===== config.mk =====
export PLATFORM = sky130hd
export DESIGN_NAME = rf_synth_lock_detector
export DESIGN_NICKNAME = d
export VERILOG_FILES = /design/src/rf_lock_pkg.sv /design/src/lock_vote_detector.sv /design/src/rf_synth_lock_detector.sv
export SDC_FILE = /design/constraint.sdc
export NUM_CORES = 1
export LEC_CHECK = 0
export ABC_AREA = 1
export CAP_MARGIN = 20
export CORE_UTILIZATION = 55
export CTS_BUF_LIST = sky130_fd_sc_hd__clkbuf_8 sky130_fd_sc_hd__clkbuf_16
export CTS_CLUSTER_SIZE = 24
export DETAILED_ROUTE_END_ITERATION = 8
export DONT_BUFFER_PORTS = 1
export GPL_TIMING_DRIVEN = 0
export PLACE_DENSITY = 0.7
export SLEW_MARGIN = 20
export SYNTH_ARGS = -nofsm -noshare
export SYNTH_HDL_FRONTEND = slang
export SYNTH_SLANG_ARGS = --single-unit

===== constraint.sdc =====
create_clock -name clk_sys -period 2.95 [get_ports clk_sys]
set_clock_uncertainty 0.2 [all_clocks]
set_input_delay 0.1475 -clock clk_sys [delete_from_list [all_inputs] [get_ports clk_sys]]
set_output_delay 0.1475 -clock clk_sys [all_outputs]
set_load 0.02 [all_outputs]

===== src/rf_lock_pkg.sv =====
/*
 Constants and types shared by the synthesiser lock reporting logic:
 register addresses, field positions, reset values and tolerance counts.
 Assumes an 8-bit serial register address and 16-bit register words.
*/
`default_nettype none

package rf_lock_pkg;

    localparam int NUM_SYNTH   = 2;
    localparam int ADDR_BITS   = 8;
    localparam int DATA_BITS   = 16;
    localparam int HISTORY_LEN = 3;
    localparam int CNT_BITS    = 3;

    localparam logic [7:0] ADDR_BUS_RESET   = 8'h01;
    localparam logic [7:0] ADDR_DIV_DATA    = 8'hB2;
    localparam logic [7:0] ADDR_SYNTH_CTRL  = 8'hB3;
    localparam logic [7:0] ADDR_LOCK_STATUS = 8'hB4;
    localparam logic [7:0] ADDR_IRQ_STATUS  = 8'hC6;
    localparam logic [7:0] ADDR_IRQ_MASK    = 8'hCE;

    // Serial frame bit counts: address byte, then a 16-bit word
    localparam logic [4:0] LAST_ADDR_BIT = 5'h07;
    localparam logic [4:0] LAST_WORD_BIT = 5'h17;

    // Tolerance in undivided reference clock cycles
    localparam logic [CNT_BITS-1:0] TOL_ONE  = 3'h1;
    localparam logic [CNT_BITS-1:0] TOL_FOUR = 3'h4;
    localparam logic [CNT_BITS-1:0] CNT_MAX  = 3'h7;

    // Interrupt status / mask bit positions
    localparam int IRQ_LOSS_LSB = 0;
    localparam int IRQ_GAIN_LSB = 2;

    localparam logic [15:0] DIV_DATA_RESET = 16'h0000;
    localparam logic [15:0] CTRL_RESET     = 16'h0000;
    localparam logic [15:0] MASK_RESET     = 16'h0000;
    localparam logic [15:0] IRQ_RESET      = 16'h0000;

    // One byte of the control register per synthesiser
    typedef struct packed {
        logic [3:0] upper;
        logic       gainHigh;
        logic       spare;
        logic       tolFour;
        logic       enable;
    } synth_ctrl_t;

    typedef struct packed {
        logic locked;
        logic measDone;
        logic measOk;
    } lock_report_t;

endpackage

`default_nettype wire


===== src/lock_vote_detector.sv =====
/*
 Phase lock detector for one synthesiser with a three-deep majority vote.
 Assumes one-cycle pulses for the reference and feedback divider edges and
 for each rising edge of the undivided reference clock, all on clk_sys.
*/
`timescale 1ns/1ps
`default_nettype none

module lock_vote_detector (
    input  wire logic                 clk_sys,
    input  wire logic                 reset,
    input  wire rf_lock_pkg::synth_ctrl_t ctrl,
    input  wire logic                 refTick,
    input  wire logic                 refEdge,
    input  wire logic                 fbEdge,
    output rf_lock_pkg::lock_report_t report
);

    typedef enum logic [1:0] {IDLE, WAIT_FB, WAIT_REF} meas_state_t;

    meas_state_t                       state_ff;
    meas_state_t                       nxt_state;
    logic [rf_lock_pkg::CNT_BITS-1:0]  cnt_ff;
    logic [rf_lock_pkg::CNT_BITS-1:0]  nxt_cnt;
    logic [rf_lock_pkg::HISTORY_LEN-1:0] history_ff;
    logic                              locked_ff;
    logic                              measDone_ff;
    logic                              measOk_ff;
    logic                              measure;
    logic                              ok;
    wire  logic [rf_lock_pkg::CNT_BITS-1:0] cntNow;
    wire  logic [rf_lock_pkg::CNT_BITS-1:0] tol;
    wire  logic                        inTol;
    wire  logic [rf_lock_pkg::HISTORY_LEN-1:0] nxtHistory;

    function automatic logic maj3(input logic [2:0] h);
        maj3 = (h[0] & h[1]) | (h[0] & h[2]) | (h[1] & h[2]);
    endfunction

    // Count edges of the raw reference, never the comparison clock
    assign cntNow = (refTick && cnt_ff != rf_lock_pkg::CNT_MAX)
                  ? cnt_ff + 3'h1 : cnt_ff;
    assign tol    = ctrl.tolFour ? rf_lock_pkg::TOL_FOUR
                                 : rf_lock_pkg::TOL_ONE;
    // Phase agreement only; a frequency error just shows as misses
    assign inTol  = cntNow <= tol;
    assign nxtHistory = {history_ff[1:0], ok};

    always_comb begin
        nxt_state = state_ff;
        nxt_cnt   = cntNow;
        measure   = 1'b0;
        ok        = 1'b0;
        case (state_ff)
            IDLE: begin
                nxt_cnt = '0;
                if (refEdge && fbEdge) begin
                    measure = 1'b1;
                    ok      = 1'b1;
                end else if (refEdge) begin
                    nxt_state = WAIT_FB;
                end else if (fbEdge) begin
                    nxt_state = WAIT_REF;
                end
            end
            WAIT_FB: begin
                if (fbEdge) begin
                    measure   = 1'b1;
                    ok        = inTol;
                    nxt_state = IDLE;
                end else if (refEdge) begin
                    // A second reference edge first is a missed cycle
                    measure = 1'b1;
                    nxt_cnt = '0;
                end
            end
            WAIT_REF: begin
                if (refEdge) begin
                    measure   = 1'b1;
                    ok        = inTol;
                    nxt_state = IDLE;
                end else if (fbEdge) begin
                    measure = 1'b1;
                    nxt_cnt = '0;
                end
            end
            default: begin
                nxt_state = IDLE;
                nxt_cnt   = '0;
            end
        endcase
        if (!ctrl.enable) begin
            nxt_state = IDLE;
            nxt_cnt   = '0;
            measure   = 1'b0;
        end
    end

    always_ff @(posedge clk_sys) begin
        if (reset || !ctrl.enable) begin
            state_ff    <= IDLE;
            cnt_ff      <= '0;
            history_ff  <= '0;
            locked_ff   <= 1'b0;
            measDone_ff <= 1'b0;
            measOk_ff   <= 1'b0;
        end else begin
            state_ff    <= nxt_state;
            cnt_ff      <= nxt_cnt;
            measDone_ff <= measure;
            measOk_ff   <= ok;
            if (measure) begin
                history_ff <= nxtHistory;
                locked_ff  <= maj3(nxtHistory);
            end
        end
    end

    assign report = '{locked: locked_ff, measDone: measDone_ff,
                      measOk: measOk_ff};
endmodule // lock_vote_detector

`default_nettype wire


===== src/rf_synth_lock_detector.sv =====
/*
 Lock reporting for two synthesisers behind the serial control bus.
 Holds the divider data, control, lock status, interrupt status and mask
 registers. Assumes serial bus pins and divider edges are synchronous to
 clk_sys and that clk_sys is much faster than the reference clock.
*/
`timescale 1ns/1ps
`default_nettype none

module rf_synth_lock_detector (
    input  wire logic        clk_sys,
    input  wire logic        reset,
    input  wire logic        csN,
    input  wire logic        serClk,
    input  wire logic        cmdData,
    output logic             replyData,
    output logic             replyOe,
    output logic             irqN,
    input  wire logic        refClk,
    input  wire logic [1:0]  refDivEdge,
    input  wire logic [1:0]  fbDivEdge,
    output logic [15:0]      dividerData,
    output logic             dividerLoad,
    output logic [15:0]      synthCtrl,
    output logic [1:0]       locked
);

    logic        serClkPrev_ff;
    logic        refPrev_ff;
    logic [4:0]  bitCnt_ff;
    logic [22:0] shiftIn_ff;
    logic [15:0] replyShift_ff;
    logic        reading_ff;
    logic [15:0] divData_ff;
    logic        divLoad_ff;
    logic [15:0] ctrl_ff;
    logic [15:0] mask_ff;
    logic [15:0] irqStatus_ff;
    logic [15:0] nxt_irqStatus;
    logic [1:0]  lockedPrev_ff;
    logic        irqN_ff;

    rf_lock_pkg::lock_report_t report [rf_lock_pkg::NUM_SYNTH];
    wire logic [1:0] lockNow;

    wire logic       serRise  = serClk & ~serClkPrev_ff & ~csN;
    wire logic       serFall  = ~serClk & serClkPrev_ff & ~csN;
    wire logic       refTick  = refClk & ~refPrev_ff;
    wire logic       addrDone = serRise
                                && bitCnt_ff == rf_lock_pkg::LAST_ADDR_BIT;
    wire logic       wordDone = serRise
                                && bitCnt_ff == rf_lock_pkg::LAST_WORD_BIT;
    wire logic [7:0] addrNow  = {shiftIn_ff[6:0], cmdData};
    wire logic [7:0] wordAddr = shiftIn_ff[22:15];
    wire logic [15:0] wordNow = {shiftIn_ff[14:0], cmdData};
    wire logic       busReset = addrDone
                                && addrNow == rf_lock_pkg::ADDR_BUS_RESET;

    wire logic wrData = wordDone && wordAddr == rf_lock_pkg::ADDR_DIV_DATA;
    wire logic wrCtrl = wordDone && wordAddr == rf_lock_pkg::ADDR_SYNTH_CTRL;
    wire logic wrMask = wordDone && wordAddr == rf_lock_pkg::ADDR_IRQ_MASK;
    wire logic rdStat = addrDone && addrNow == rf_lock_pkg::ADDR_LOCK_STATUS;
    wire logic rdIrq  = addrDone && addrNow == rf_lock_pkg::ADDR_IRQ_STATUS;

    // 8-bit status sits in the upper byte so it leaves first
    wire logic [15:0] statusWord = {6'h00, lockNow, 8'h00};
    // Unlisted addresses answer zero rather than test data
    wire logic [15:0] readWord = rdStat ? statusWord
                               : rdIrq  ? irqStatus_ff : 16'h0000;

    // Events: loss of lock and gain of lock, per synthesiser
    wire logic [1:0]  lossEvt = lockedPrev_ff & ~lockNow;
    wire logic [1:0]  gainEvt = ~lockedPrev_ff & lockNow;
    wire logic [15:0] setEvt  = 16'(lossEvt) << rf_lock_pkg::IRQ_LOSS_LSB
                              | 16'(gainEvt) << rf_lock_pkg::IRQ_GAIN_LSB;
    // Reading clears, but an event in the same cycle survives the read
    assign nxt_irqStatus = (rdIrq ? 16'h0000 : irqStatus_ff) | setEvt;

    genvar s;
    generate
        for (s = 0; s < rf_lock_pkg::NUM_SYNTH; s++) begin : g_synth
            lock_vote_detector u_det (
                .clk_sys (clk_sys),
                .reset   (reset),
                .ctrl    (rf_lock_pkg::synth_ctrl_t'(ctrl_ff[s*8 +: 8])),
                .refTick (refTick),
                .refEdge (refDivEdge[s]),
                .fbEdge  (fbDivEdge[s]),
                .report  (report[s])
            );
            assign lockNow[s] = report[s].locked;

        end
    endgenerate

    always_ff @(posedge clk_sys) begin
        if (reset) begin
            serClkPrev_ff <= 1'b1;
            refPrev_ff    <= 1'b0;
            bitCnt_ff     <= '0;
            shiftIn_ff    <= '0;
        end else begin
            serClkPrev_ff <= serClk;
            refPrev_ff    <= refClk;
            if (csN) begin
                bitCnt_ff <= '0;
            end else if (serRise) begin
                shiftIn_ff <= {shiftIn_ff[21:0], cmdData};
                // Parks one past the last bit so extra bits repeat no write
                if (bitCnt_ff <= rf_lock_pkg::LAST_WORD_BIT)
                    bitCnt_ff <= bitCnt_ff + 5'h01;
            end
        end
    end

    always_ff @(posedge clk_sys) begin
        if (reset) begin
            replyShift_ff <= '0;
            reading_ff    <= 1'b0;
        end else if (csN) begin
            reading_ff    <= 1'b0;
        end else if (addrDone) begin
            replyShift_ff <= readWord;
            reading_ff    <= rdStat | rdIrq;
        end else if (serFall && reading_ff) begin
            replyShift_ff <= {replyShift_ff[14:0], 1'b0};
        end
    end

    always_ff @(posedge clk_sys) begin
        if (reset || busReset) begin
            divData_ff <= rf_lock_pkg::DIV_DATA_RESET;
            divLoad_ff <= 1'b0;
            ctrl_ff    <= rf_lock_pkg::CTRL_RESET;
            mask_ff    <= rf_lock_pkg::MASK_RESET;
        end else begin
            divLoad_ff <= wrData;
            if (wrData)
                divData_ff <= wordNow;
            if (wrCtrl)
                ctrl_ff <= wordNow;
            if (wrMask)
                mask_ff <= wordNow;
        end
    end

    always_ff @(posedge clk_sys) begin
        if (reset) begin
            irqStatus_ff  <= rf_lock_pkg::IRQ_RESET;
            lockedPrev_ff <= 2'h0;
            irqN_ff       <= 1'b1;
        end else begin
            irqStatus_ff  <= nxt_irqStatus;
            lockedPrev_ff <= lockNow;
            irqN_ff       <= ~|(nxt_irqStatus & mask_ff);
        end
    end

    assign replyData   = replyShift_ff[15];
    assign replyOe     = reading_ff & ~csN;
    assign irqN        = irqN_ff;
    assign dividerData = divData_ff;
    assign dividerLoad = divLoad_ff;
    assign synthCtrl   = ctrl_ff;
    assign locked      = lockNow;
endmodule // rf_synth_lock_detector

`default_nettype wire


==> results_dict.tcl, run 1 <==
set metrics [dict create \
    status "finished, final reports clean" \
    dpl.cell_count 856 \
    top_usage_layer "met2" \
    tightest_slew_ns 0.604 \
    grt_max_degree 17 \
    p_seq_frac 0.439 \
    hold_slack_ns 0.0548 \
    drc 0 \
    r2r_end "g_synth[0].u_det.state_ff[0]$_SDFFE_PP0P_" \
    synth_nets 750 \
    cts_tree "built" \
    seq_area_mm2 0.00262 \
    via_per_inst 5.42 \
    start_kind "flop" \
    cts_buffer_depth 2 \
    hpwl_mm 9.27 \
    cts.htree.levels 4 \
    maxCapViolCount 0 \
    drv_slew 0 \
    critPathKind "flop to flop" \
    die_w_um 102 \
    yosys.cell_types.count 33 \
    combPwrFrac 0.030 \
    drt_iter0_markers 278 \
    layout_common_cells "nand2_1, dfxtp_1, o21ai_0, a21oi_1, inv_1" \
    clk_pin_slew_ns 0.06 \
    p_leak_uw 0.00253 \
    rows 36 \
    critPathCapture "g_synth[0].u_det.state_ff[0]$_SDFFE_PP0P_" \
    use_met3 0.0669 \
    num_vias 4893 \
    cts.sinks 131 \
    synth_xor_area_frac 0.00320 \
    synth_cells 723 \
    syn_area_mm2 0.00547 \
    synthMuxAreaShare 0 \
    slew_headroom 0.594 \
    fin_cells 902 \
    drtAntennaViolNets 0 \
    layout-drive-gt1-share 0.0923 \
    fin_crit_sh 0.935 \
    synth_area_leaders "dfxtp_1, nand2_1, o21ai_0" \
    grt_overflow 0 \
    clock_latency_ns 0.52 \
    grt_pass1_wl_mm 21.4 \
    worstReg2RegStart "g_synth[0].u_det.state_ff[1]$_SDFFE_PP0P_" \
    p_per_area_mw_per_mm2 640 \
    wl_per_cell_um 14.5 \
    timing.final.ws_setup_ns 0.191 \
    antenna_found_initial 0 \
    insertedDiodeCount 0 \
    clockPowerShare 0.531 \
    ir_drop_uv 381 \
    hold_class "primary input to flop" \
    p_int_uw 3220 \
    final_nets 783 \
    met1_usage 0.318 \
    io_buffers 0 \
    core-area_mm2 0.00973 \
    synth_compound_area_frac 0.189 \
    switching_share 0.215 \
    dp_slack_ns 0.667 \
    io_pins 48 \
    max_clock_freq_ghz 0.362 \
    crit_arrival_ns 3.02 \
    r2r_slack_ns 0.19 \
    routed_wl_mm 13.1 \
    end_kind "flop" \
    grt_pass1_vias 4601 \
    grt_use_total 0.268 \
    syn2layout_area_growth_pct 16.9 \
    fillers 851 \
    total_power_uw 4090 \
    dieArea_mm2 0.0104 \
    multiInputGateArea_mm2 0.00238 \
    synth-seq-area-share 0.479 \
    fin_crit_ns 2.76 \
    synthAdderAreaFrac 0.0389 \
    synth-warning-count 0 \
    numCtsBuffers 17 \
    reg2reg_depth 10 \
    clockRootBuffer "clkbuf_8" \
    min_path_cells 4 \
    critPathLaunch "g_synth[0].u_det.state_ff[1]$_SDFFE_PP0P_" \
    ys_ff_latch 131 \
    finalWeightedCongestion 0.837 \
    final_common_cell "nand2_1" \
    initial_core_util 0.562 \
    worstPathMaxFanout 4 \
    netlist.area_leader.share 0.479 \
    die_y_um 102 \
    dr.pass1.iters 5 \
    final-hold-violation-count 0 \
    use_met2 0.464 \
    power_switching_uw 879 \
    syn_avg_cell_area_um2 7.57 \
    crit_required_ns 3.21 \
    yosysTopAreaCell "dfxtp_1" \
    setup_viol 0 \
    yosys.area_share.simple 0.204 \
    synth_top_family_by_area "simple AND/OR/NAND/NOR gates" \
]
[final cells by class]
cell class | count | area share
Multi-Input combinational cell | 481 | 0.373
Tap cell | 133 | 0.0260
Sequential cell | 131 | 0.410
Clock inverter | 14 | 0.0294
Inverter | 76 | 0.0446
Timing Repair Buffer | 14 | 0.0211
Buffer | 35 | 0.0290
Clock buffer | 18 | 0.0669
[sequential cells by signal, summed over array words and instances, names as in the netlist]
register,count
g_synth.u_det.state_ff,4
g_synth.u_det.locked_ff,2
mask_ff,16
dividerLoad,1
serClkPrev_ff,1
irqN,1
bitCnt_ff,5
g_synth.u_det.cnt_ff,6
dividerData,16
shiftIn_ff,23
irqStatus_ff,16
synthCtrl,16
g_synth.u_det.history_ff,4
replyShift_ff,16
lockedPrev_ff,2
refPrev_ff,1
reading_ff,1
[worst max-delay path, stage by stage, from the launching register on]
cell and delay (ns):
dfxtp_1 0.34, inv_1 0.11, ha_1 0.23, inv_1 0.07
nor3_2 0.13, inv_1 0.08, o211ai_1 0.16, a21oi_1 0.08
dlygate4sd3_1 0.56, a211oi_1 0.17, dlygate4sd3_1 0.57
[routing by layer]
| layer | wire length [µm] | share of wire |
|---|---|---|
| met2 | 6430 | 0.49 |
| met1 | 5840 | 0.45 |
| met4 | 218 | 0.017 |
| met3 | 628 | 0.048 |
| met5 | 0 | 0 |
[power groups by stage]
stage                     registers, µW  clock network [µW]  logic, µW
after global placement             1840                   0       98.8
after global routing               1800                2270        138
after CTS                          1800                2180        116
after detailed placement           1840                   0        102
after floorplan                    1830                   0       77.9
final                              1800                2170        122
[per-stage QoR]
step | instance area (µm²) | setup TNS (ns) | util
global placement | 5640 | 0 | 0.579
detailed placement | 5640 | 0 | 0.579
finish | 6390 | 0 | 0.657
global route | 6390 | -0.00954 | 0.657
floorplan | 5470 | 0 | -
CTS | 6370 | 0 | 0.655
[what timing repair did]
action	in CTS	in global routing
endpoints found under the hold margin	44	0
endpoints found under the setup margin	0	1
resized for setup	0	1
hold buffers	12	0
setup buffers	0	2
[cells by family after synthesis]
group / count (synthesis)
XOR/XNOR: 2
flip-flops: 131
AND/OR/NAND/NOR: 265
adder cells (fa/ha/maj): 17
buffers and inverters: 111
AO/OA/AOI/OAI: 197
[how the worst min path moves through the flow]
stage | from | endpoint
after global routing | csN | replyShift_ff[3]$_SDFFE_PP0P_
after detailed placement | serClk | serClkPrev_ff$_SDFF_PP1_
final | csN | replyShift_ff[3]$_SDFFE_PP0P_
after CTS | csN | replyShift_ff[3]$_SDFFE_PP0P_
after floorplan | serClk | serClkPrev_ff$_SDFF_PP1_
after global placement | serClk | serClkPrev_ff$_SDFF_PP1_
[synth_stat cells]
cell and instances:
nand2_1 138, dfxtp_1 131, o21ai_0 90, a21oi_1 89, inv_1 72, nor2_1 69, nand3_1 24, ha_1 17
clkbuf_1 15, a211oi_1 10, buf_2 9, nand2_2 8, buf_4 7, nand4_1 6, or2_2 5, nor3_1 4
nor4_1 4, inv_2 3, o211ai_1 3, a41oi_1 2, and3_1 2, buf_6 2, nand3b_1 2, xor2_1 2
buf_1 1, clkbuf_2 1, clkinv_1 1, nor2_2 1, nor2_4 1, nor3_2 1, o2111ai_1 1, o21ai_1 1
o21bai_1 1
Power figures use the tool's default switching activity.
==> inputs of run 2 (changes only) <==
--- a/config.mk
+++ b/config.mk
@@ -14,6 +14,7 @@
 export DONT_BUFFER_PORTS = 1
 export GPL_TIMING_DRIVEN = 0
 export PLACE_DENSITY = 0.7
+export SETUP_SLACK_MARGIN = 0.3
 export SLEW_MARGIN = 20
 export SYNTH_ARGS = -nofsm -noshare
 export SYNTH_HDL_FRONTEND = slang
==> run 2 against run 1 <==
  * Wire length shrank 0.91%
  * Power shrank 0.33%
  * First-iteration DRC count grew 8.3%
  * Critical endpoint is now g_synth[1].u_det.locked_ff$_SDFFE_PP0P_
==> results_dict.tcl, run 2 (synthesis gave the netlist of run 1 again) <==
set metrics [dict create \
    start_kind "flop" \
    grt_use_total 0.267 \
    io_buffers 0 \
    core-area_mm2 0.00973 \
    slew_headroom 0.594 \
    final_nets 780 \
    fin_crit_sh 0.781 \
    clockRootBuffer "clkbuf_8" \
    fin_area_mm2 0.00636 \
    hold_start "csN" \
    setup_viol 0 \
    p_per_area_mw_per_mm2 641 \
    r2r_end "g_synth[1].u_det.locked_ff$_SDFFE_PP0P_" \
    via_per_inst 5.41 \
    die_w_um 102 \
    hold_class "primary input to flop" \
    largest_reg_flops 23 \
    final-hold-violation-count 0 \
    ir_drop_uv 381 \
    reg2reg_depth 12 \
    io_pins 48 \
    dr.pass1.iters 5 \
    final_common_cell "nand2_1" \
    insertedDiodeCount 0 \
    grt_pass1_wl_mm 21.3 \
    critPathMostFrequentCell "nand2_1" \
    worstPathMaxFanout 5 \
    num_vias 4861 \
    tightest_slew_ns 0.603 \
    layout-drive-gt1-share 0.0888 \
    die_y_um 102 \
    setup_tns_ns 0 \
    drv_slew 0 \
    grt_setup_unrepaired "no" \
    crit_arrival_ns 2.54 \
    wl_per_cell_um 14.5 \
    grt_pass1_vias 4586 \
    syn2layout_area_growth_pct 16.3 \
    rows 36 \
    cts_tree "built" \
    status "finished, final reports clean" \
    grt_overflow 0 \
    finalWeightedCongestion 0.837 \
    end_kind "flop" \
    antenna_found_initial 0 \
    slowest_stage "dfxtp_1" \
    slowest_delay_ns 0.32 \
    routed_wl_mm 13.0 \
    cts_setup_buffers 0 \
    cts_resized 0 \
    cts_buffer_depth 2 \
    clock_latency_ns 0.52 \
    r2r_slack_ns 0.65 \
    hold_slack_ns 0.0591 \
    numCtsBuffers 17 \
    grt_max_degree 17 \
    worstReg2RegStart "g_synth[1].u_det.cnt_ff[0]$_SDFF_PP0_" \
    cts.sinks 131 \
    min_path_cells 4 \
    critPathKind "flop to flop" \
    path_cells "ha_1, ha_1, nand3b_1, nand2_1, o21ai_0, ha_1, nand2_1, a21oi_1, nand2_1, nand2_1, nand3_1, a21oi_1" \
    top_register "shiftIn_ff" \
    clk_pin_slew_ns 0.06 \
    cts.htree.levels 4 \
    initial_core_util 0.562 \
    max_clock_freq_ghz 0.434 \
    drc 0 \
    hpwl_mm 9.27 \
    drtAntennaViolNets 0 \
    crit_required_ns 3.19 \
    layout_common_cells "nand2_1, dfxtp_1, o21ai_0, a21oi_1, inv_1" \
    maxCapViolCount 0 \
    placed_cell_area_mm2 0.00564 \
    fin_crit_ns 2.30 \
    min_to "replyShift_ff[3]$_SDFFE_PP0P_" \
    dieArea_mm2 0.0104 \
    p_leak_uw 0.00251 \
    drt_iter0_markers 301 \
]
==> run 2: cell count changes in the layout (fill, tap and decap cells not counted) <==
| cell | change |
|---|---|
| dlygate4sd3_1 | -1 |
| nor3_1 | +1 |
| buf_4 | -2 |
| nor3_2 | -1 |
==> run 2: where the power goes <==
group	switching [µW]	internal [µW]
registers	15.7	1780
logic	78.8	38.7
clock network	774	1390
total	868	3210
==> run 2: repair_timing <==
action,in CTS,in global routing
hold buffers,11,0
hold endpoints to repair,44,0
setup endpoints to repair,0,0
==> run 2: worst max-delay path by stage <==
stage / to / slack, ns / start
after detailed placement: g_synth[1].u_det.locked_ff$_SDFFE_PP0P_ / 0.67 / g_synth[1].u_det.cnt_ff[0]$_SDFF_PP0_
after CTS: g_synth[1].u_det.locked_ff$_SDFFE_PP0P_ / 0.63 / g_synth[1].u_det.cnt_ff[0]$_SDFF_PP0_
after floorplan: g_synth[1].u_det.locked_ff$_SDFFE_PP0P_ / 0.87 / g_synth[1].u_det.cnt_ff[0]$_SDFF_PP0_
final: g_synth[1].u_det.locked_ff$_SDFFE_PP0P_ / 0.65 / g_synth[1].u_det.cnt_ff[0]$_SDFF_PP0_
after global routing: g_synth[0].u_det.locked_ff$_SDFFE_PP0P_ / 0.43 / g_synth[0].u_det.cnt_ff[0]$_SDFF_PP0_
after global placement: g_synth[1].u_det.locked_ff$_SDFFE_PP0P_ / 0.73 / g_synth[1].u_det.cnt_ff[0]$_SDFF_PP0_
==> run 2: through the flow <==
| step | total power, µW | worst slack (ns) | utilization | cells |
|---|---|---|---|---|
| floorplan | 1910 | 0.874 | - | 723 |
| global placement | 1930 | 0.733 | 0.579 | 856 |
| detailed placement | 1940 | 0.667 | 0.579 | 856 |
| CTS | 4100 | 0.630 | 0.654 | 899 |
| global route | 4200 | 0.431 | 0.654 | 899 |
| finish | 4080 | 0.645 | 0.654 | 899 |
==> run 2: layer usage <==
layer	GRT usage	up-vias	part of all wire
met3	0.0663	16	0.047
li1	-	2449	-
met1	0.317	2269	0.44
met4	0.105	0	0.013
met5	0	-	0
met2	0.465	127	0.50
==> run 2: area by class of cell <==
cell class	instances	area (µm²)
Multi-Input combinational cell	481	2380
Tap cell	133	166
Sequential cell	131	2620
Inverter	76	285
Clock inverter	14	188
Fill cell	857	3370
Buffer	35	185
Clock buffer	18	428
Timing Repair Buffer	11	110
==> run 2: worst max-delay path, delay by kind of cell (launching register included) <==
family                     cells  cell delay (ns)
DFF                            1             0.32
AOI/OAI and AO/OA              3             0.38
adders and majority gates      3             0.71
and+or+nand+nor                6             0.61
